$ cat config.mk
export PLATFORM = sky130hd
export DESIGN_NAME = addc_top
export DESIGN_NICKNAME = d
export VERILOG_FILES = /design/src/common/addc_pkg.sv /design/src/addc_top.sv
export SDC_FILE = /design/constraint.sdc
export NUM_CORES = 1
export LEC_CHECK = 0
export BUFFER_PORTS_ARGS = -buffer_cell sky130_fd_sc_hd__buf_2
export CAP_MARGIN = 20
export CORE_MARGIN = 1.5
export CORE_UTILIZATION = 26
export DETAILED_ROUTE_END_ITERATION = 8
export GPL_ROUTABILITY_DRIVEN = 0
export PLACE_DENSITY_LB_ADDON = 0.15
export SLEW_MARGIN = 25
export SYNTH_ARGS = -nofsm -noshare
export SYNTH_HDL_FRONTEND = slang
export SYNTH_SLANG_ARGS = --single-unit
$ cat constraint.sdc
create_clock -name ref_clk_i -period 16.3 [get_ports ref_clk_i]
set_input_delay 0.815 -clock ref_clk_i [delete_from_list [all_inputs] [get_ports ref_clk_i]]
set_output_delay 0.815 -clock ref_clk_i [all_outputs]
set_load 0.005 [all_outputs]
$ cat src/common/addc_pkg.sv
package addc_pkg;
    // ******************************
    // Register offsets
    // ******************************
    localparam logic [7:0] ADDR_PATH_CTRL = 8'h24;
    localparam logic [7:0] ADDR_DEC_CFG   = 8'h25;
    localparam logic [7:0] ADDR_MIX_CFG   = 8'h26;
    localparam logic [7:0] ADDR_IQ_ORDER  = 8'h27;
    localparam logic [7:0] ADDR_STATUS    = 8'h28;
    localparam logic [7:0] ADDR_FREQ_B0   = 8'h2A;
    localparam logic [7:0] ADDR_FREQ_B1   = 8'h2B;
    localparam logic [7:0] ADDR_FREQ_B2   = 8'h2C;
    localparam logic [7:0] ADDR_FREQ_B3   = 8'h2D;
    localparam logic [7:0] REG_RESET      = 8'h00;
    // ******************************
    // Field positions and masks
    // ******************************
    localparam int BIT_FEATURE_EN   = 2;
    localparam int BIT_FILTER_EN    = 1;
    localparam int DEC_LSB          = 4;
    localparam int BIT_REAL_OUT     = 3;
    localparam int BIT_OSC_INVERT   = 0;
    localparam int GAIN_LSB         = 6;
    localparam int BIT_OSC_RELOAD   = 5;
    localparam int BIT_QMIX_EN      = 4;
    localparam int BIT_IQ_SWAP      = 4;
    localparam int BIT_QUAD_DELAY   = 3;
    localparam int BIT_QMIX_INVERT  = 2;
    localparam logic [7:0] MASK_PATH_CTRL = 8'h06;
    localparam logic [7:0] MASK_DEC_CFG   = 8'h79;
    localparam logic [7:0] MASK_MIX_CFG   = 8'hF0;
    localparam logic [7:0] MASK_IQ_ORDER  = 8'h1C;
    localparam logic [2:0] DEC_MAX_CODE   = 3'h5;
    localparam logic [1:0] GAIN_3DB       = 2'h1;
    localparam logic [1:0] GAIN_6DB       = 2'h2;
    // ******************************
    // Widths
    // ******************************
    localparam int SAMPLE_W = 14;
    localparam int OUT_W    = 20;
    localparam int MIX_W    = 16;
    localparam int ACC_W    = 21;
    localparam int FIFO_DEPTH = 8;
    // ******************************
    // Types
    // ******************************
    typedef enum logic [1:0] {
        ST_FIRST  = 2'h0,
        ST_SECOND = 2'h1
    } addc_emit_type;
    typedef struct packed {
        logic             quad;
        logic [OUT_W-1:0] data;
    } addc_word_type;
    localparam int WORD_W = OUT_W + 1;
endpackage

$ cat src/addc_top.sv
`timescale 1ns/1ns
// Behaviour
// Feature path sits in the sample path only when feature enable is one.
// Feature enable zero routes samples straight out with least latency.
// Filter enable turns down-conversion filter on for both channels.
// Ratio code 000 no decimation, 001..101 give 2 to 32, others unused.
// Real select zero means complex decimation, one means real decimation.
// Real decimation is low-pass only, no mixing.
// Software should set oscillator frequency to zero in real mode.
// Phase invert bit negates the oscillator output phase.
// Mixer gain adds 0, 3 or 6 dB after the mixer; code 11 unused.
// Toggling reload bit zeroes oscillator phase and loads new frequency.
// Quarter-rate mixing enable mixes by Fs/4, complex mode only.
// Swap bit emits quadrature word before in-phase word.
// Quad delay bit pairs I[n] with Q[n+1].
// Quarter-rate invert bit inverts the Fs/4 mixer phase.
// Frequency word is four bytes, least significant at lowest offset.
// Real mode forces the four frequency bytes to zero.
// Output format control only acts with the feature path enabled.
// Reserved bits are written zero and have no function.

// ******************************
// Output FIFO
// ******************************
module addc_fifo #(
    parameter int WIDTH = 8,
    parameter int DEPTH = 8
) (
    input  wire logic             ref_clk_i,
    input  wire logic             rst_n_i,
    input  wire logic             ce_i,
    input  wire logic             in_valid_i,
    output logic                  in_ready_o,
    input  wire logic [WIDTH-1:0] in_data_i,
    output logic                  out_valid_o,
    input  wire logic             out_ready_i,
    output logic [WIDTH-1:0]      out_data_o,
    output logic                  full_o,
    output logic                  empty_o
);
    localparam int AW = $clog2(DEPTH);
    logic [WIDTH-1:0] mem_r [DEPTH];
    logic [AW-1:0]    wp_r;
    logic [AW-1:0]    rp_r;
    logic [AW:0]      cnt_r;
    wire logic        push = ce_i & in_valid_i & in_ready_o;
    wire logic        pop  = ce_i & out_valid_o & out_ready_i;

    assign full_o      = (cnt_r == (AW+1)'(DEPTH));
    assign empty_o     = (cnt_r == '0);
    assign in_ready_o  = ~full_o;
    assign out_valid_o = ~empty_o;
    assign out_data_o  = mem_r[rp_r];

    always_ff @(posedge ref_clk_i) begin
        if (push) begin
            mem_r[wp_r] <= in_data_i;
        end
    end

    always_ff @(posedge ref_clk_i or negedge rst_n_i) begin
        if (!rst_n_i) begin
            wp_r  <= '0;
            rp_r  <= '0;
            cnt_r <= '0;
        end else begin
            if (push) wp_r <= (wp_r == AW'(DEPTH-1)) ? '0 : wp_r + 1'b1;
            if (pop)  rp_r <= (rp_r == AW'(DEPTH-1)) ? '0 : rp_r + 1'b1;
            if (push & ~pop) cnt_r <= cnt_r + 1'b1;
            else if (pop & ~push) cnt_r <= cnt_r - 1'b1;
        end
    end
endmodule

// ******************************
// Digital feature path
// ******************************
module addc_top #(
    parameter int FIFO_DEPTH = addc_pkg::FIFO_DEPTH
) (
    input  wire logic                          ref_clk_i,
    input  wire logic                          rst_n_i,
    input  wire logic                          ce_i,
    input  wire logic [7:0]                    addr_i,
    input  wire logic [7:0]                    wdata_i,
    input  wire logic                          wr_i,
    input  wire logic                          rd_i,
    output logic [7:0]                         rdata_o,
    input  wire logic                          sample_valid_i,
    output logic                               sample_ready_o,
    input  wire logic [addc_pkg::SAMPLE_W-1:0] sample_i,
    output logic                               out_valid_o,
    input  wire logic                          out_ready_i,
    output addc_pkg::addc_word_type            out_word_o
);
    // ******************************
    // Registers
    // ******************************
    logic [7:0]  path_ctrl_r;
    logic [7:0]  dec_cfg_r;
    logic [7:0]  mix_cfg_r;
    logic [7:0]  iq_order_r;
    logic [31:0] freq_r;
    logic [7:0]  rdata_r;

    wire logic feature_path_enable    = path_ctrl_r[addc_pkg::BIT_FEATURE_EN];
    wire logic downconv_filter_enable = path_ctrl_r[addc_pkg::BIT_FILTER_EN];
    wire logic [2:0] dec_code        = dec_cfg_r[addc_pkg::DEC_LSB +: 3];
    wire logic real_mode             = dec_cfg_r[addc_pkg::BIT_REAL_OUT];
    wire logic osc_invert            = dec_cfg_r[addc_pkg::BIT_OSC_INVERT];
    wire logic [1:0] mix_gain_chan_a = mix_cfg_r[addc_pkg::GAIN_LSB +: 2];
    wire logic osc_phase_reload_chan_a = mix_cfg_r[addc_pkg::BIT_OSC_RELOAD];
    wire logic quarter_rate_mix_chan_a = mix_cfg_r[addc_pkg::BIT_QMIX_EN];
    wire logic iq_swap_chan_a        = iq_order_r[addc_pkg::BIT_IQ_SWAP];
    wire logic quad_delay_chan_a     = iq_order_r[addc_pkg::BIT_QUAD_DELAY];
    wire logic quarter_rate_mix_invert_chan_a = iq_order_r[addc_pkg::BIT_QMIX_INVERT];

    wire logic wr_en = ce_i & wr_i;
    wire logic fifo_full;
    wire logic fifo_empty;

    always_ff @(posedge ref_clk_i or negedge rst_n_i) begin
        if (!rst_n_i) begin
            path_ctrl_r <= addc_pkg::REG_RESET;
            dec_cfg_r   <= addc_pkg::REG_RESET;
            mix_cfg_r   <= addc_pkg::REG_RESET;
            iq_order_r  <= addc_pkg::REG_RESET;
        end else if (wr_en) begin
            // Reserved bits are dropped on write
            case (addr_i)
                addc_pkg::ADDR_PATH_CTRL: path_ctrl_r <= wdata_i & addc_pkg::MASK_PATH_CTRL;
                addc_pkg::ADDR_DEC_CFG:   dec_cfg_r   <= wdata_i & addc_pkg::MASK_DEC_CFG;
                addc_pkg::ADDR_MIX_CFG:   mix_cfg_r   <= wdata_i & addc_pkg::MASK_MIX_CFG;
                addc_pkg::ADDR_IQ_ORDER:  iq_order_r  <= wdata_i & addc_pkg::MASK_IQ_ORDER;
                default: ;
            endcase
        end
    end

    always_ff @(posedge ref_clk_i or negedge rst_n_i) begin
        if (!rst_n_i) begin
            freq_r <= '0;
        end else if (ce_i) begin
            if (real_mode) begin
                freq_r <= '0;
            end else if (wr_i) begin
                case (addr_i)
                    addc_pkg::ADDR_FREQ_B0: freq_r[7:0]   <= wdata_i;
                    addc_pkg::ADDR_FREQ_B1: freq_r[15:8]  <= wdata_i;
                    addc_pkg::ADDR_FREQ_B2: freq_r[23:16] <= wdata_i;
                    addc_pkg::ADDR_FREQ_B3: freq_r[31:24] <= wdata_i;
                    default: ;
                endcase
            end
        end
    end

    logic [7:0] rd_mux;
    always_comb begin
        case (addr_i)
            addc_pkg::ADDR_PATH_CTRL: rd_mux = path_ctrl_r;
            addc_pkg::ADDR_DEC_CFG:   rd_mux = dec_cfg_r;
            addc_pkg::ADDR_MIX_CFG:   rd_mux = mix_cfg_r;
            addc_pkg::ADDR_IQ_ORDER:  rd_mux = iq_order_r;
            addc_pkg::ADDR_STATUS:    rd_mux = {6'h00, fifo_empty, fifo_full};
            addc_pkg::ADDR_FREQ_B0:   rd_mux = freq_r[7:0];
            addc_pkg::ADDR_FREQ_B1:   rd_mux = freq_r[15:8];
            addc_pkg::ADDR_FREQ_B2:   rd_mux = freq_r[23:16];
            addc_pkg::ADDR_FREQ_B3:   rd_mux = freq_r[31:24];
            default:                  rd_mux = 8'h00;
        endcase
    end

    always_ff @(posedge ref_clk_i or negedge rst_n_i) begin
        if (!rst_n_i) rdata_r <= 8'h00;
        else if (ce_i) rdata_r <= rd_i ? rd_mux : 8'h00;
    end
    assign rdata_o = rdata_r;

    // ******************************
    // Oscillator
    // ******************************
    logic [31:0] phase_r;
    logic [31:0] freq_act_r;
    logic        reload_prev_r;
    logic [1:0]  qphase_r;
    wire logic   take = ce_i & sample_valid_i & sample_ready_o;
    wire logic   reload_toggle = reload_prev_r ^ osc_phase_reload_chan_a;

    always_ff @(posedge ref_clk_i or negedge rst_n_i) begin
        if (!rst_n_i) begin
            phase_r       <= '0;
            freq_act_r    <= '0;
            reload_prev_r <= 1'b0;
            qphase_r      <= 2'h0;
        end else if (ce_i) begin
            reload_prev_r <= osc_phase_reload_chan_a;
            if (reload_toggle) begin
                phase_r    <= '0;
                freq_act_r <= freq_r;
                qphase_r   <= 2'h0;
            end else if (take) begin
                phase_r  <= phase_r + freq_act_r;
                qphase_r <= qphase_r + 2'h1;
            end
        end
    end

    // Coarse cosine table on the top three phase bits
    function automatic logic signed [7:0] cos_lut(input logic [2:0] p);
        case (p)
            3'h0: cos_lut = 8'sh40;
            3'h1: cos_lut = 8'sh2D;
            3'h2: cos_lut = 8'sh00;
            3'h3: cos_lut = -8'sh2D;
            3'h4: cos_lut = -8'sh40;
            3'h5: cos_lut = -8'sh2D;
            3'h6: cos_lut = 8'sh00;
            default: cos_lut = 8'sh2D;
        endcase
    endfunction

    wire logic [2:0] ph3 = phase_r[31:29] ^ {osc_invert, 2'h0};
    wire logic signed [7:0] osc_cos = cos_lut(ph3);
    wire logic signed [7:0] osc_sin = -cos_lut(ph3 + 3'h2);

    // Fs/4 sequence: cos 1,0,-1,0 and sin 0,-1,0,1
    wire logic [1:0] qp = qphase_r ^ {quarter_rate_mix_invert_chan_a, 1'b0};
    wire logic signed [7:0] q_cos = qp[0] ? 8'sh00 : (qp[1] ? -8'sh40 : 8'sh40);
    wire logic signed [7:0] q_sin = qp[0] ? (qp[1] ? 8'sh40 : -8'sh40) : 8'sh00;

    wire logic use_qmix = quarter_rate_mix_chan_a & ~real_mode;
    wire logic signed [7:0] lo_i = real_mode ? 8'sh40 : (use_qmix ? q_cos : osc_cos);
    wire logic signed [7:0] lo_q = real_mode ? 8'sh00 : (use_qmix ? q_sin : osc_sin);

    wire logic signed [21:0] prod_i = $signed(sample_i) * lo_i;
    wire logic signed [21:0] prod_q = $signed(sample_i) * lo_q;
    wire logic signed [addc_pkg::MIX_W-1:0] mix_i = addc_pkg::MIX_W'(prod_i >>> 6);
    wire logic signed [addc_pkg::MIX_W-1:0] mix_q = addc_pkg::MIX_W'(prod_q >>> 6);

    // ******************************
    // Decimating low-pass
    // ******************************
    wire logic dec_valid_code = (dec_code != 3'h0) && (dec_code <= addc_pkg::DEC_MAX_CODE);
    wire logic filt_on = feature_path_enable & downconv_filter_enable & dec_valid_code;
    wire logic [4:0] dec_mask = 5'((6'h01 << dec_code) - 6'h01);

    logic [4:0] dec_cnt_r;
    logic signed [addc_pkg::ACC_W-1:0] acc_i_r;
    logic signed [addc_pkg::ACC_W-1:0] acc_q_r;
    wire logic dump = filt_on & take & (dec_cnt_r == dec_mask);
    wire logic signed [addc_pkg::ACC_W-1:0] sum_i = acc_i_r + addc_pkg::ACC_W'(mix_i);
    wire logic signed [addc_pkg::ACC_W-1:0] sum_q = acc_q_r + addc_pkg::ACC_W'(mix_q);

    always_ff @(posedge ref_clk_i or negedge rst_n_i) begin
        if (!rst_n_i) begin
            dec_cnt_r <= '0;
            acc_i_r   <= '0;
            acc_q_r   <= '0;
        end else if (ce_i) begin
            if (!filt_on) begin
                dec_cnt_r <= '0;
                acc_i_r   <= '0;
                acc_q_r   <= '0;
            end else if (take) begin
                dec_cnt_r <= dump ? 5'h00 : dec_cnt_r + 5'h01;
                acc_i_r   <= dump ? '0 : sum_i;
                acc_q_r   <= dump ? '0 : sum_q;
            end
        end
    end

    wire logic signed [addc_pkg::ACC_W-1:0] avg_i = sum_i >>> dec_code;
    wire logic signed [addc_pkg::ACC_W-1:0] avg_q = sum_q >>> dec_code;

    // Gain after mixer: 3 dB approx 1.375x, 6 dB is 2x
    function automatic logic signed [addc_pkg::OUT_W-1:0] apply_gain(
        input logic signed [addc_pkg::ACC_W-1:0] v, input logic [1:0] g);
        logic signed [addc_pkg::OUT_W-1:0] x;
        x = addc_pkg::OUT_W'(v);
        case (g)
            addc_pkg::GAIN_3DB: apply_gain = x + (x >>> 2) + (x >>> 3);
            addc_pkg::GAIN_6DB: apply_gain = x <<< 1;
            default:            apply_gain = x;
        endcase
    endfunction

    wire logic signed [addc_pkg::OUT_W-1:0] gi = apply_gain(avg_i, mix_gain_chan_a);
    wire logic signed [addc_pkg::OUT_W-1:0] gq = apply_gain(avg_q, mix_gain_chan_a);

    // ******************************
    // Word emission
    // ******************************
    addc_pkg::addc_emit_type st_r;
    addc_pkg::addc_emit_type st_nxt;
    logic [addc_pkg::OUT_W-1:0] hold_r;
    logic                       hold_quad_r;
    logic [addc_pkg::OUT_W-1:0] i_prev_r;
    wire logic fifo_ready;

    wire logic [addc_pkg::OUT_W-1:0] raw_word = addc_pkg::OUT_W'($signed(sample_i));
    wire logic [addc_pkg::OUT_W-1:0] i_sel = quad_delay_chan_a ? i_prev_r : gi;
    wire logic [addc_pkg::OUT_W-1:0] first_w  = iq_swap_chan_a ? gq : i_sel;
    wire logic [addc_pkg::OUT_W-1:0] second_w = iq_swap_chan_a ? i_sel : gq;
    wire logic complex_out = ~real_mode;

    assign sample_ready_o = fifo_ready & (st_r == addc_pkg::ST_FIRST);

    addc_pkg::addc_word_type push_word;
    logic push_valid;
    always_comb begin
        st_nxt     = st_r;
        push_valid = 1'b0;
        push_word  = '{quad: 1'b0, data: raw_word};
        case (st_r)
            addc_pkg::ST_FIRST: begin
                if (!filt_on) begin
                    // Straight route, one word per sample
                    push_valid = sample_valid_i;
                end else if (dump) begin
                    push_valid = 1'b1;
                    push_word  = '{quad: complex_out & iq_swap_chan_a, data: first_w};
                    if (complex_out) st_nxt = addc_pkg::ST_SECOND;
                end
            end
            addc_pkg::ST_SECOND: begin
                push_valid = 1'b1;
                push_word  = '{quad: hold_quad_r, data: hold_r};
                if (fifo_ready) st_nxt = addc_pkg::ST_FIRST;
            end
            default: st_nxt = addc_pkg::ST_FIRST;
        endcase
    end

    always_ff @(posedge ref_clk_i or negedge rst_n_i) begin
        if (!rst_n_i) begin
            st_r        <= addc_pkg::ST_FIRST;
            hold_r      <= '0;
            hold_quad_r <= 1'b0;
            i_prev_r    <= '0;
        end else if (ce_i) begin
            st_r <= st_nxt;
            if (dump) begin
                hold_r      <= second_w;
                hold_quad_r <= ~iq_swap_chan_a;
                i_prev_r    <= gi;
            end
        end
    end

    addc_fifo #(
        .WIDTH (addc_pkg::WORD_W),
        .DEPTH (FIFO_DEPTH)
    ) u_fifo (
        .ref_clk_i   (ref_clk_i),
        .rst_n_i     (rst_n_i),
        .ce_i        (ce_i),
        .in_valid_i  (push_valid),
        .in_ready_o  (fifo_ready),
        .in_data_i   (push_word),
        .out_valid_o (out_valid_o),
        .out_ready_i (out_ready_i),
        .out_data_o  (out_word_o),
        .full_o      (fifo_full),
        .empty_o     (fifo_empty)
    );
endmodule

; ---- Word level (Yosys, flattened, before mapping)
; Memory sizes are Yosys's and may differ from the RTL's.
; Cells that the tools add are included.
[word_totals]
ff_bits = 221
latchBits = 0
ramBits = 168
romBits = 0
in_bits = 37
out_inout_bits = 31
n_memories = 1
[mem_list]
columns = name, words, width, read_ports, rd_clocked_by_memory_dff, write_ports, line_no
row1 = u_fifo.mem_r, 8, 21, 1, 0, 1, addc_top.sv:42  ; logic [WIDTH-1:0] mem_r [DEPTH];
[op_classes]
n_addsub = 16
mul = 2
div_mod_pow = 0
magnitude_cmp = 1
n_eq_ne = 31
n_shift = 3
muxes = 53
n_bitwise = 25
reduce_logical = 30
[op_table]
columns = cell, n
row1 = 21-bit two-way mux, 8
row2 = 32-bit two-way mux, 4
row3 = 8-bit two-way mux, 13
row4 = 20-bit case mux with 2 select lines, 2
row5 = 8-bit by 6-bit == test with 1-bit output (second input constant), 9
row6 = 8-bit case mux with 9 select lines, 1
row7 = 8-bit case mux with 4 select lines, 2
row8 = 20-bit two-way mux, 3
row9 = 14-bit by 8-bit multiplier with 22-bit output, 2
row10 = 21-bit by 16-bit adder with 21-bit output, 2
row11 = 21-bit case mux with 2 select lines, 1
row12 = 21-bit by 3-bit >>> shifter with 20-bit output, 2
row13 = 20-bit by 17-bit adder with 20-bit output, 2
row14 = 20-bit by 18-bit adder with 20-bit output, 2
row15 = 32-bit adder, 1
row16 = 3-bit == test (second input constant), 8
row17 = 1-bit AND, 16
row18 = 2-bit AND reduction, 8
row19 = 5-bit two-way mux, 3
row20 = 2-bit nonzero test, 7
row21 = 3-bit by 2-bit == test with 1-bit output (second input constant), 4
row22 = 2-bit two-way mux, 6
row23 = 3-bit AND reduction, 4
row24 = 2-bit inequality test (second input constant), 5
row25 = 30 further kinds, 46

; ---- Logic depth before layout (Yosys ltp)
; Gate-level depths: netlist (run 1).
[depth]
depth_word = 18
mapped_depth = 53

; ---- Hierarchy
; A second synthesis (run 1) with hierarchy kept.
[unflattened]
cells_unflattened = 3316
area_unflattened_um2 = 33123.0
[modules_own_cells]
columns = mod, n_inst, cells_per_inst, area_per_inst_um2, seq_area_each_um2
row1 = addc_top, 1, 3005, 26009.9, 5255.0
row2 = addc_fifo, 1, 311, 7113.1, 5295.1

; ---- Worst setup path after synthesis (run 1)
; No wires, ideal clock.
[synth_path]
path_kind = reg2reg
startpoint = register dec_cfg_r[3]
endpoint = memory u_fifo.mem_r[0][19] in the netlist's numbering (data pin)
arrival_ns = 10.969
t_required_ns = 16.035
slack_ns = 5.066
stages_incl_launch_ff = 47
period_less_slack_ns = 11.234
path_cell_list = dfrtp_1 -> clkbuf_1 -> nor3b_2 -> clkbuf_1 -> nand2_1 -> inv_1 -> nand2_1 -> fa_1 -> fa_1 -> inv_1 -> fa_1 -> inv_1 -> fa_1 -> inv_1 -> ha_1 -> nand4b_1 -> o211ai_1 -> o211ai_1 -> [... 11 more ...] -> o31ai_2 -> xnor2_1 -> mux4_2 -> mux2i_1 -> fa_1 -> inv_1 -> ha_1 -> a21oi_1 -> a21oi_1 -> or2_2 -> and4_1 -> a221o_1 -> xnor2_1 -> o22ai_1 -> a31oi_1 -> a21oi_1 -> a21oi_1 -> o21ai_0
[synth_rtl]
columns = element, line_no
row1 = from (decl), addc_top.sv:100  ; logic [7:0] dec_cfg_r;
row2 = from (signal assigned), addc_top.sv:125  ; dec_cfg_r <= addc_pkg::REG_RESET;
row3 = from (signal assigned), addc_top.sv:132  ; addc_pkg::ADDR_DEC_CFG: dec_cfg_r <= wdata_i & addc_pkg::MASK_DEC_CFG;
row4 = to (decl), addc_top.sv:42

==> results of run 1 <==
[per-layer routing]
metal / vias to the layer above / wire length [um] / global-route usage
met3: 116 / 4346 / 0.02408
met2: 474 / 47830 / 0.2598
li1: 12129 / - / -
met5: - / 13 / 0
met1: 12523 / 49780 / 0.2259
met4: 2 / 3658 / 0.05533
[area by class of cell]
cell class / count / area, um^2 / area share
Clock buffer: 64 / 1321 / 0.03550
Timing Repair Buffer: 131 / 835.8 / 0.02246
Sequential cell: 388 / 10560 / 0.2837
Tap cell: 1650 / 2064 / 0.05548
Antenna cell: 2 / 5.005 / 0.0001345
Clock inverter: 24 / 311.5 / 0.008372
Multi-Input combinational cell: 2422 / 20450 / 0.5496
Inverter: 444 / 1667 / 0.04478
[layout by cell type (no fill, tap or decap), drive strengths merged, types with 18 or more instances in the layout]
| cell | count |
|---|---|
| o21ai | 209 |
| mux2 | 56 |
| mux4 | 67 |
| o22ai | 53 |
| mux2i | 64 |
| and2 | 38 |
| clkbuf | 64 |
| inv | 445 |
| dfrtp | 220 |
| a211oi | 43 |
| fa | 208 |
| nand2 | 302 |
| ha | 209 |
| a22oi | 24 |
| nand3 | 46 |
| o211ai | 34 |
| edfxtp | 168 |
| a21o | 61 |
| o21a | 32 |
| buf | 131 |
| nor3 | 55 |
| a221oi | 21 |
| o221ai | 18 |
| nor2 | 214 |
| nor2b | 22 |
| xor2 | 46 |
| or2 | 24 |
| a21oi | 169 |
| xnor2 | 101 |
| a22o | 34 |
| a31oi | 23 |
[how the worst max path moves through the flow]
stage	startpoint	endpoint
floorplan	dec_cfg_r[3]$_DFFE_PN0P_	u_fifo.mem_r[0][19]$_DFFE_PP_
finish	dec_cfg_r[0]$_DFFE_PN0P_	u_fifo.mem_r[0][16]$_DFFE_PP_
global route	dec_cfg_r[0]$_DFFE_PN0P_	u_fifo.mem_r[7][19]$_DFFE_PP_
CTS	dec_cfg_r[0]$_DFFE_PN0P_	u_fifo.mem_r[7][19]$_DFFE_PP_
detailed placement	dec_cfg_r[0]$_DFFE_PN0P_	u_fifo.mem_r[1][16]$_DFFE_PP_
global placement	dec_cfg_r[0]$_DFFE_PN0P_	u_fifo.mem_r[0][19]$_DFFE_PP_
[stage by stage]
stage	worst slack, ns	hold WS (ns)	utilization	std cells	cell area [um^2]
after floorplan	5.066	0.4451	-	3398	33160
after global placement	2.760	0.4608	0.2819	5033	35530
after detailed placement	2.663	0.4684	0.2820	5034	35550
after CTS	2.600	0.2460	0.2949	5122	37180
after global routing	1.585	0.2727	0.2952	5123	37210
final	2.670	0.1932	0.2952	5125	37210
[state kept, by name, indices dropped and copies added (netlist names), 8 cells and up]
register      count
acc_q_r          21
hold_r           20
u_fifo.mem_r    168
rdata_o           8
phase_r          32
freq_act_r       32
freq_r           32
acc_i_r          21
i_prev_r         20
[synth_stat cells, drive strengths merged (56+ instances only)]
cell,instances
a21o,61
xnor2,101
clkbuf,120
mux4,67
mux2,56
mux2i,64
inv,442
o21ai,209
ha,209
nor2,214
edfxtp,168
a21oi,169
dfrtp,220
nand2,302
fa,208
[logic make-up after synthesis]
| group | after synthesis |
|---|---|
| simple gates | 798 |
| compound gates | 873 |
| mux | 187 |
| fa+ha+maj | 417 |
| buf+inv | 588 |
| flops | 388 |
| xor+xnor | 147 |
[worst reg2reg max path, delay by kind of cell (launching register included)]
family | cells | cell delay (ns)
DFF | 1 | 0.44
xor gates and xnor gates | 3 | 0.49
AOI/OAI and AO/OA | 20 | 6.56
adders and majority gates | 8 | 3.73
and+or+nand+nor | 9 | 1.41
buffers and inverters | 6 | 0.63
==> key figures, run 1 <==
Run status
  – Status: completed

Critical path
  – CP Class: register to register
  – Cell count along the critical path: 46
  – Max incr delay on CP: a little under 0.8 ns
  – CP max FO: 19
  – Reg-to-reg startpoint: dec_cfg_r[0]$_DFFE_PN0P_
  – Req. time, crit path: between 15 and 20 ns
  – Reg2reg setup slack: between 2 and 3 ns
  – Highest-delay cell along the critical path: a221oi_1
  – R2R Path End: u_fifo.mem_r[0][16]$_DFFE_PP_
  – Worst Setup Start Kind: register
  – Cell family with most CP delay: compound AO/OA/AOI/OAI gates
  – Arr. time, crit path: ~14 ns
  – R2R depth: 46
  – Worst Path Buf+Inv: 6
  – Crit end category: register

Synth
  – Post-synth EDFFs: 168
  – Synth Cell Area: around 0.033 mm^2
  – Simple-gate area share of the yosys netlist: 0.1106
  – Mux cell area share after synthesis: 0.08407
  – Number of unique standard cell types used by synthesis: between 90 and 100
  – Yosys synthesis warning count: 0
  – Sequential-to-total area share from yosys stat: 0.3182
  – Synthesized Nets: approximately 3.9k
  – Synth Area in Compound Gates: 0.1762
  – Commonest register cell after synthesis: dfrtp_1
  – Synth top area cells: dfrtp_1, edfxtp_1, fa_1
  – Fraction of registers with async set or reset after synthesis: 0.5670
  – Synth Register Bits: 388
  – Yosys top cell by area: dfrtp_1
  – Mean Syn Cell Area: a little under 10 um^2
  – Syn Inst Count: around 3.4k
  – Synth Area in XOR/XNOR: 0.03905
  – Post-synth top area share: 0.1660
  – Adder-Cell Fraction of Synth Area: 0.2044
  – Main combinational cell family by area after synthesis: adder cells

Timing
  – Rel. slew slack: 0.2795
  – Clock Skew: 0.02699 ns
  – Final Hold Fails: 0
  – RSZ-0062 raised after global routing: false
  – Setup violations, final: 0
  – Fin. max-slew vios: 0
  – Max Freq: approximately 73 MHz
  – Worst-margin pin slew: about 1.1 ns
  – Final Critical Period: between 10 and 15 ns
  – Final worst path period share: 0.8362
  – Final setup TNS: 0 ns

Detailed routing
  – Via density: between 4 and 5
  – Drt wl/cell: 20.61 um
  – Starting DRT DRC Count: ~1.8k
  – Drt drc: 0
  – Final WL: 105600 um
  – ANT nets after route: 0
  – Via count: between 20k and 30k
  – Pre-antenna DRT Iters: 5

Die
  – Core Area: ~0.13 mm^2
  – Die Ht: 360.1 um
  – Die footprint: 0.1297 mm^2
  – DIE WIDTH: between 300 and 400 um
  – Initial Util: 0.2631
  – IO Count: 68
  – # rows: between 100 and 150

Cells and area
  – Final #Nets: ~3.9k
  – Layout cell share with drive strength beyond 1: 0.1163
  – Fillers: 13.28k
  – Layout area overhead: 12.22%

Global route
  – First-pass GRT wire length: approximately 160000 um
  – GRT overflow: 0
  – Pin count of the biggest net entering global routing: 98
  – Initial antenna violation count: 2
  – Vias in the first global route: around 26k
  – GRT Overall Usage: 0.1634

CTS
  – Clk sinks: between 300 and 400
  – CTS tree: yes
  – # resized after CTS: 0
  – Clock Latency Late Sink: about 0.63 ns
  – Post-CTS Repair Setup Buffers: 0
  – CTS max path bufs: 3
  – Clk slew on worst S/H paths: approximately 0.060 ns
  – H-Tree Depth: 2
  – CTS Buf Count: between 40 and 50
  – Cts hold-fix bufs: 0
  – CTS root buf: clkbuf_16

Hold path
  – Tightest Hold Check Type: input port to asynchronous set/reset pin

Placed design
  – Port Buffers: 67
  – Post-detail-place hpwl: around 80000 um

Flow run
  – Max-cap viol count: 0
Power of run 1 is left out: the tool's default activity adds up to more than one toggle a clock period on the data nets, which glitch-free logic cannot reach.
==> run 2: changes to the inputs <==
- clock period: 16.3 -> 12 ns (I/O delays scaled with it)
==> run 2 against run 1 <==
  * Non-clock buffer count rose by 147
  * Final cell count rose by 3.0%
  * Die area did not move
  * Cell area rose by 4.6%
  * Register-to-register slack got worse by 2.1 ns
  * Sequential share of layout area fell by 1.2 points
  * Critical path depth did not move
  * Via count rose by 3.2%
  * Critical path type unchanged
==> key figures, run 2 (synthesis results as in run 1) <==
Run status
  – Status: completed

Placed design
  – Inst Count DP: around 5.2k
  – Port Buffers: 67
  – Place WS: -0.06487 ns
  – Post-detail-place hpwl: 82540 um

Timing
  – Final Critical Period: ~11 ns
  – Setup violations, final: 0
  – Final setup TNS: 0 ns
  – Setup WS post-layout: between 0.5 and 0.6 ns
  – Final Hold Fails: 0
  – Fin. max-slew vios: 0
  – Max Freq: ~90 MHz
  – Final worst path period share: 0.9515
  – Rel. slew slack: 0.3294
  – Clock Skew: between 0.02 and 0.03 ns
  – Worst-margin pin slew: ~1.0 ns

Hold path
  – Tightest Hold Check Type: input port to register

Global route
  – Pin count of the biggest net entering global routing: roughly 110
  – GRT overflow: 0
  – First-pass GRT wire length: between 150000 and 200000 um
  – Vias in the first global route: 26.89k
  – Initial antenna violation count: 2
  – GRT Overall Usage: 0.1687

Cells and area
  – Most frequent cells in the layout: inv_1, nand2_1, dfrtp_1
  – Layout cell share with drive strength beyond 1: 0.1779
  – Final #Nets: 4038
  – Most common cell after layout, fill and taps aside: inv_1
  – Top reg by flops: u_fifo.mem_r
  – Cell Count, Final, Fillers Out: 5277
  – Layout area overhead: 17.41%
  – Fillers: 13.09k
  – Max FFs per register: 168
  – Layout Utilization: 0.3088

Detailed routing
  – Pre-antenna DRT Iters: 5
  – Via count: between 20k and 30k
  – Starting DRT DRC Count: approximately 1.7k
  – Via density: between 4 and 5
  – Drt wl/cell: 20.68 um
  – Final WL: 109100 um
  – ANT nets after route: 0
  – Drt drc: 0

Critical path
  – CP Class: register to register
  – Cell family with most CP delay: compound AO/OA/AOI/OAI gates
  – Max incr delay on CP: 0.53 ns
  – Arr. time, crit path: between 10 and 15 ns
  – Highest-delay cell along the critical path: mux4_2
  – Worst Setup Start Kind: register
  – Worst Path Buf+Inv: 7
  – CP max FO: 8
  – Crit end category: register
  – Req. time, crit path: 12.34 ns
  – Most common cell on crit path: fa_1

CTS
  – CTS root buf: clkbuf_16
  – CTS Buf Count: 50
  – Clk sinks: ~390
  – CTS max path bufs: 3
  – Clk slew on worst S/H paths: 0.07 ns
  – Clock Latency Late Sink: a little over 0.6 ns
  – H-Tree Depth: 2
  – CTS tree: yes

Die
  – Core Area: roughly 0.13 mm^2
  – IO Count: 68
  – Die footprint: approximately 0.13 mm^2
  – Initial Util: 0.2631
  – DIE WIDTH: 360.1 um
  – Die Ht: between 300 and 400 um
  – # rows: 130

Flow run
  – Max-cap viol count: 0
run 2: cell count changes in the layout (fill, tap and decap cells not counted), sizes merged:
cell,previous run,this run
buf,131,277
bufinv,5,3
clkbuf,64,61
clkinv,16,26
clkinvlp,2,6
diode,2,1
dlygate4sd3,0,1
inv,445,442
run 2: through the flow:
step | hold slack [ns] | cell area, um^2
after CTS | 0.09398 | 38280
after detailed placement | 0.4640 | 36590
after global placement | 0.4609 | 36590
final | 0.3164 | 38930
after floorplan | 0.3044 | 33160
after global routing | 0.3152 | 38930
run 2: worst paths after layout:
path / startpoint / to / slack (ns) / cells after the start
worst min register to register: i_prev_r[0]$_DFFE_PN0P_ / i_prev_r[0]$_DFFE_PN0P_ / 0.48 / 2
max in group asynchronous: rst_n_i / dec_cfg_r[6]$_DFFE_PN0P_ / 10.24 / 3
min in group asynchronous: rst_n_i / phase_r[10]$_DFFE_PN0P_ / 0.46 / 2
worst max-delay path: dec_cfg_r[0]$_DFFE_PN0P_ / u_fifo.mem_r[2][15]$_DFFE_PP_ / 0.58 / 46
worst max register to register: dec_cfg_r[0]$_DFFE_PN0P_ / u_fifo.mem_r[2][15]$_DFFE_PP_ / 0.58 / 46
worst min-delay path: wdata_i[1] / path_ctrl_r[1]$_DFFE_PN0P_ / 0.32 / 2
run 2: timing repair:
| action | 4_1_cts | 5_1_grt |
|---|---|---|
| setup buffers | 1 | 12 |
| setup endpoints to repair | 48 | 119 |
| hold endpoints to repair | 0 | 38 |
| pin swaps | 1 | 38 |
| hold buffers | 0 | 1 |
| resized for setup | 7 | 124 |
run 2: metal layers:
layer,wire length [um],track usage
met5,0,0
met1,51070,0.2316
met4,2255,0.03506
met3,4039,0.01961
met2,51740,0.2841
run 2: layout make-up:
type | count | area (um^2) | share of cell area
multi-input combinational | 2422 | 21000 | 0.5394
sequential | 388 | 10560 | 0.2713
tap | 1650 | 2064 | 0.05303
timing repair buffer | 278 | 1993 | 0.05120
inverter | 444 | 1667 | 0.04281
clock buffer | 61 | 1323 | 0.03397
clock inverter | 33 | 320.3 | 0.008227
antenna | 1 | 2.502 | 0.00006428
Power of run 2 is left out for the same reason.
==> run 3: changes to the inputs <==
- clock period: 12 -> 10.3 ns (I/O delays scaled with it)
==> run 3 against run 2 <==
  * The run now ends with setup timing left
  * Die area unchanged
  * Highest routed layer is now met5
  * Critical endpoint is now u_fifo.mem_r[1][15]$_DFFE_PP_
  * Worst hold slack worse by 0.075 ns
  * Sequential cell count unchanged
  * First-iteration DRC count down 11%
  * Non-clock buffer count up 591
==> key figures, run 3 (synthesis results as in run 1) <==
Run status
  – Status: finished with violations
  – Violated checks: setup timing

Die
  – Die Ht: around 360 um
  – Initial Util: 0.2631
  – Die footprint: ~0.13 mm^2
  – Core Area: ~0.13 mm^2
  – # rows: 130
  – IO Count: 68
  – DIE WIDTH: 360.1 um

Cells and area
  – Most common cell after layout, fill and taps aside: buf_4
  – Top reg by flops: u_fifo.mem_r
  – Max FFs per register: 168
  – Post-route cell area: between 0.04 and 0.05 mm^2
  – Layout cell share with drive strength beyond 1: 0.3504
  – Most frequent cells in the layout: buf_4, inv_1, nand2_1
  – Final #Nets: 4628
  – Layout area overhead: 36.29%

Critical path
  – Req. time, crit path: 10.65 ns
  – Arr. time, crit path: around 11 ns
  – Worst Path Buf+Inv: 5
  – Crit end category: register
  – Cell family with most CP delay: compound AO/OA/AOI/OAI gates
  – Highest-delay cell along the critical path: or4_4
  – Worst Setup Start Kind: register
  – CP max FO: 8
  – Max incr delay on CP: 0.57 ns
  – CP Class: register to register

Detailed routing
  – Drt drc: 0
  – Starting DRT DRC Count: about 1.5k
  – ANT nets after route: 0
  – Via density: roughly 4.8
  – Pre-antenna DRT Iters: 5
  – Drt wl/cell: between 15 and 20 um
  – Final WL: roughly 110000 um
  – Via count: between 20k and 30k

CTS
  – Clock Latency Late Sink: ~0.64 ns
  – Clk slew on worst S/H paths: roughly 0.06 ns
  – CTS tree: yes
  – CTS root buf: clkbuf_16
  – H-Tree Depth: 2
  – Clk sinks: around 390
  – CTS max path bufs: 3
  – CTS Buf Count: 49

Global route
  – Grt met3 use: 0.02135
  – GRT met2 Usage: 0.2890
  – Vias in the first global route: between 20k and 30k
  – Initial antenna violation count: 2
  – First-pass GRT wire length: roughly 180000 um
  – GRT overflow: 0
  – GRT Overall Usage: 0.1735
  – Grt peak-use layer: met2
  – GR Util met1: 0.2344
  – Pin count of the biggest net entering global routing: 68

Timing
  – Max Freq: 91.02 MHz
  – Final Critical Period: between 10 and 15 ns
  – RSZ-0062 raised after global routing: true
  – Final worst path period share: 1.067
  – Setup WS post-layout: -0.6861 ns
  – Clock Skew: about 0.040 ns
  – Final Hold Fails: 0
  – Worst-margin pin slew: 1.005 ns
  – Fin. max-slew vios: 0
  – Rel. slew slack: 0.3297
  – Setup violations, final: about 110

Placed design
  – Post-DP Area: approximately 0.04 mm^2
  – Port Buffers: 67
  – Post-detail-place hpwl: between 80000 and 90000 um

Flow run
  – Max-cap viol count: 0

Hold path
  – Tightest Hold Check Type: input port to register
[run 3: cell count changes in the layout (fill, tap and decap cells not counted), moves of 18 or more]
cell     delta
buf_4     +567
inv_2      +30
nand2_1    -21
inv_1      -30
o21ai_0    -29
ha_4       +27
ha_1       -34
nand2_2    +18
buf_6      +19
a21oi_1    -20
[run 3: layout make-up]
type                            count  area [um^2]
Inverter                          444         1667
Clock buffer                       60         1328
Timing Repair Buffer              869         6551
Antenna cell                        1        2.502
Sequential cell                   388        10560
Fill cell                       12746        80860
Clock inverter                     32        419.2
Multi-Input combinational cell   2422        22600
Tap cell                         1650         2064
[run 3: what timing repair did]
| item | in CTS | in global routing |
|---|---|---|
| hold endpoints to repair | 48 | 0 |
| pin swaps | 139 | 93 |
| setup buffers | 63 | 38 |
| gates resized for setup | 280 | 140 |
| endpoints found under the setup margin | 153 | 173 |
| hold buffers | 1 | 0 |
[run 3: metrics by stage]
stage / TNS [ns] / hold WS [ns] / cells / setup slack, ns / util
after detailed placement: -103.17 / 0.4656 / 5676 / -1.230 / 0.3238
after CTS: -40.94 / 0.1925 / 5828 / -0.6747 / 0.3510
final: -41.93 / 0.2412 / 5866 / -0.6861 / 0.3585
after global routing: -107.86 / 0.2105 / 5865 / -1.079 / 0.3585
after floorplan: -4.615 / 0.2194 / 3398 / -0.1771 / -
after global placement: -113.47 / 0.4574 / 5676 / -1.233 / 0.3237
[run 3: final timing paths]
path | cells after the start | slack, ns | endpoint | start
worst max-delay path | 47 | -0.69 | u_fifo.mem_r[1][15]$_DFFE_PP_ | dec_cfg_r[0]$_DFFE_PN0P_
worst min-delay path | 3 | 0.24 | iq_order_r[3]$_DFFE_PN0P_ | wdata_i[3]
worst max register to register | 47 | -0.69 | u_fifo.mem_r[1][15]$_DFFE_PP_ | dec_cfg_r[0]$_DFFE_PN0P_
worst min register to register | 2 | 0.48 | i_prev_r[0]$_DFFE_PN0P_ | i_prev_r[0]$_DFFE_PN0P_
max in group asynchronous | 4 | 7.96 | acc_q_r[1]$_DFFE_PN0P_ | rst_n_i
min in group asynchronous | 2 | 0.41 | phase_r[13]$_DFFE_PN0P_ | rst_n_i
[run 3: worst register-to-register path: cells and delay by family, from the launching register on]
family / cells / cell delay (ns)
xor gates and xnor gates: 3 / 0.55
DFF: 1 / 0.44
adders and majority gates: 8 / 2.83
and+or+nand+nor: 10 / 2.23
muxes: 1 / 0.50
buffers and inverters: 5 / 0.55
AOI/OAI and AO/OA: 20 / 3.64
[run 3: per-layer routing]
layer | share of wire | up-vias
met1 | 0.47 | 13856
li1 | - | 13622
met5 | 0.000062 | -
met4 | 0.029 | 2
met3 | 0.033 | 122
met2 | 0.47 | 416
Power of run 3 is left out for the same reason.
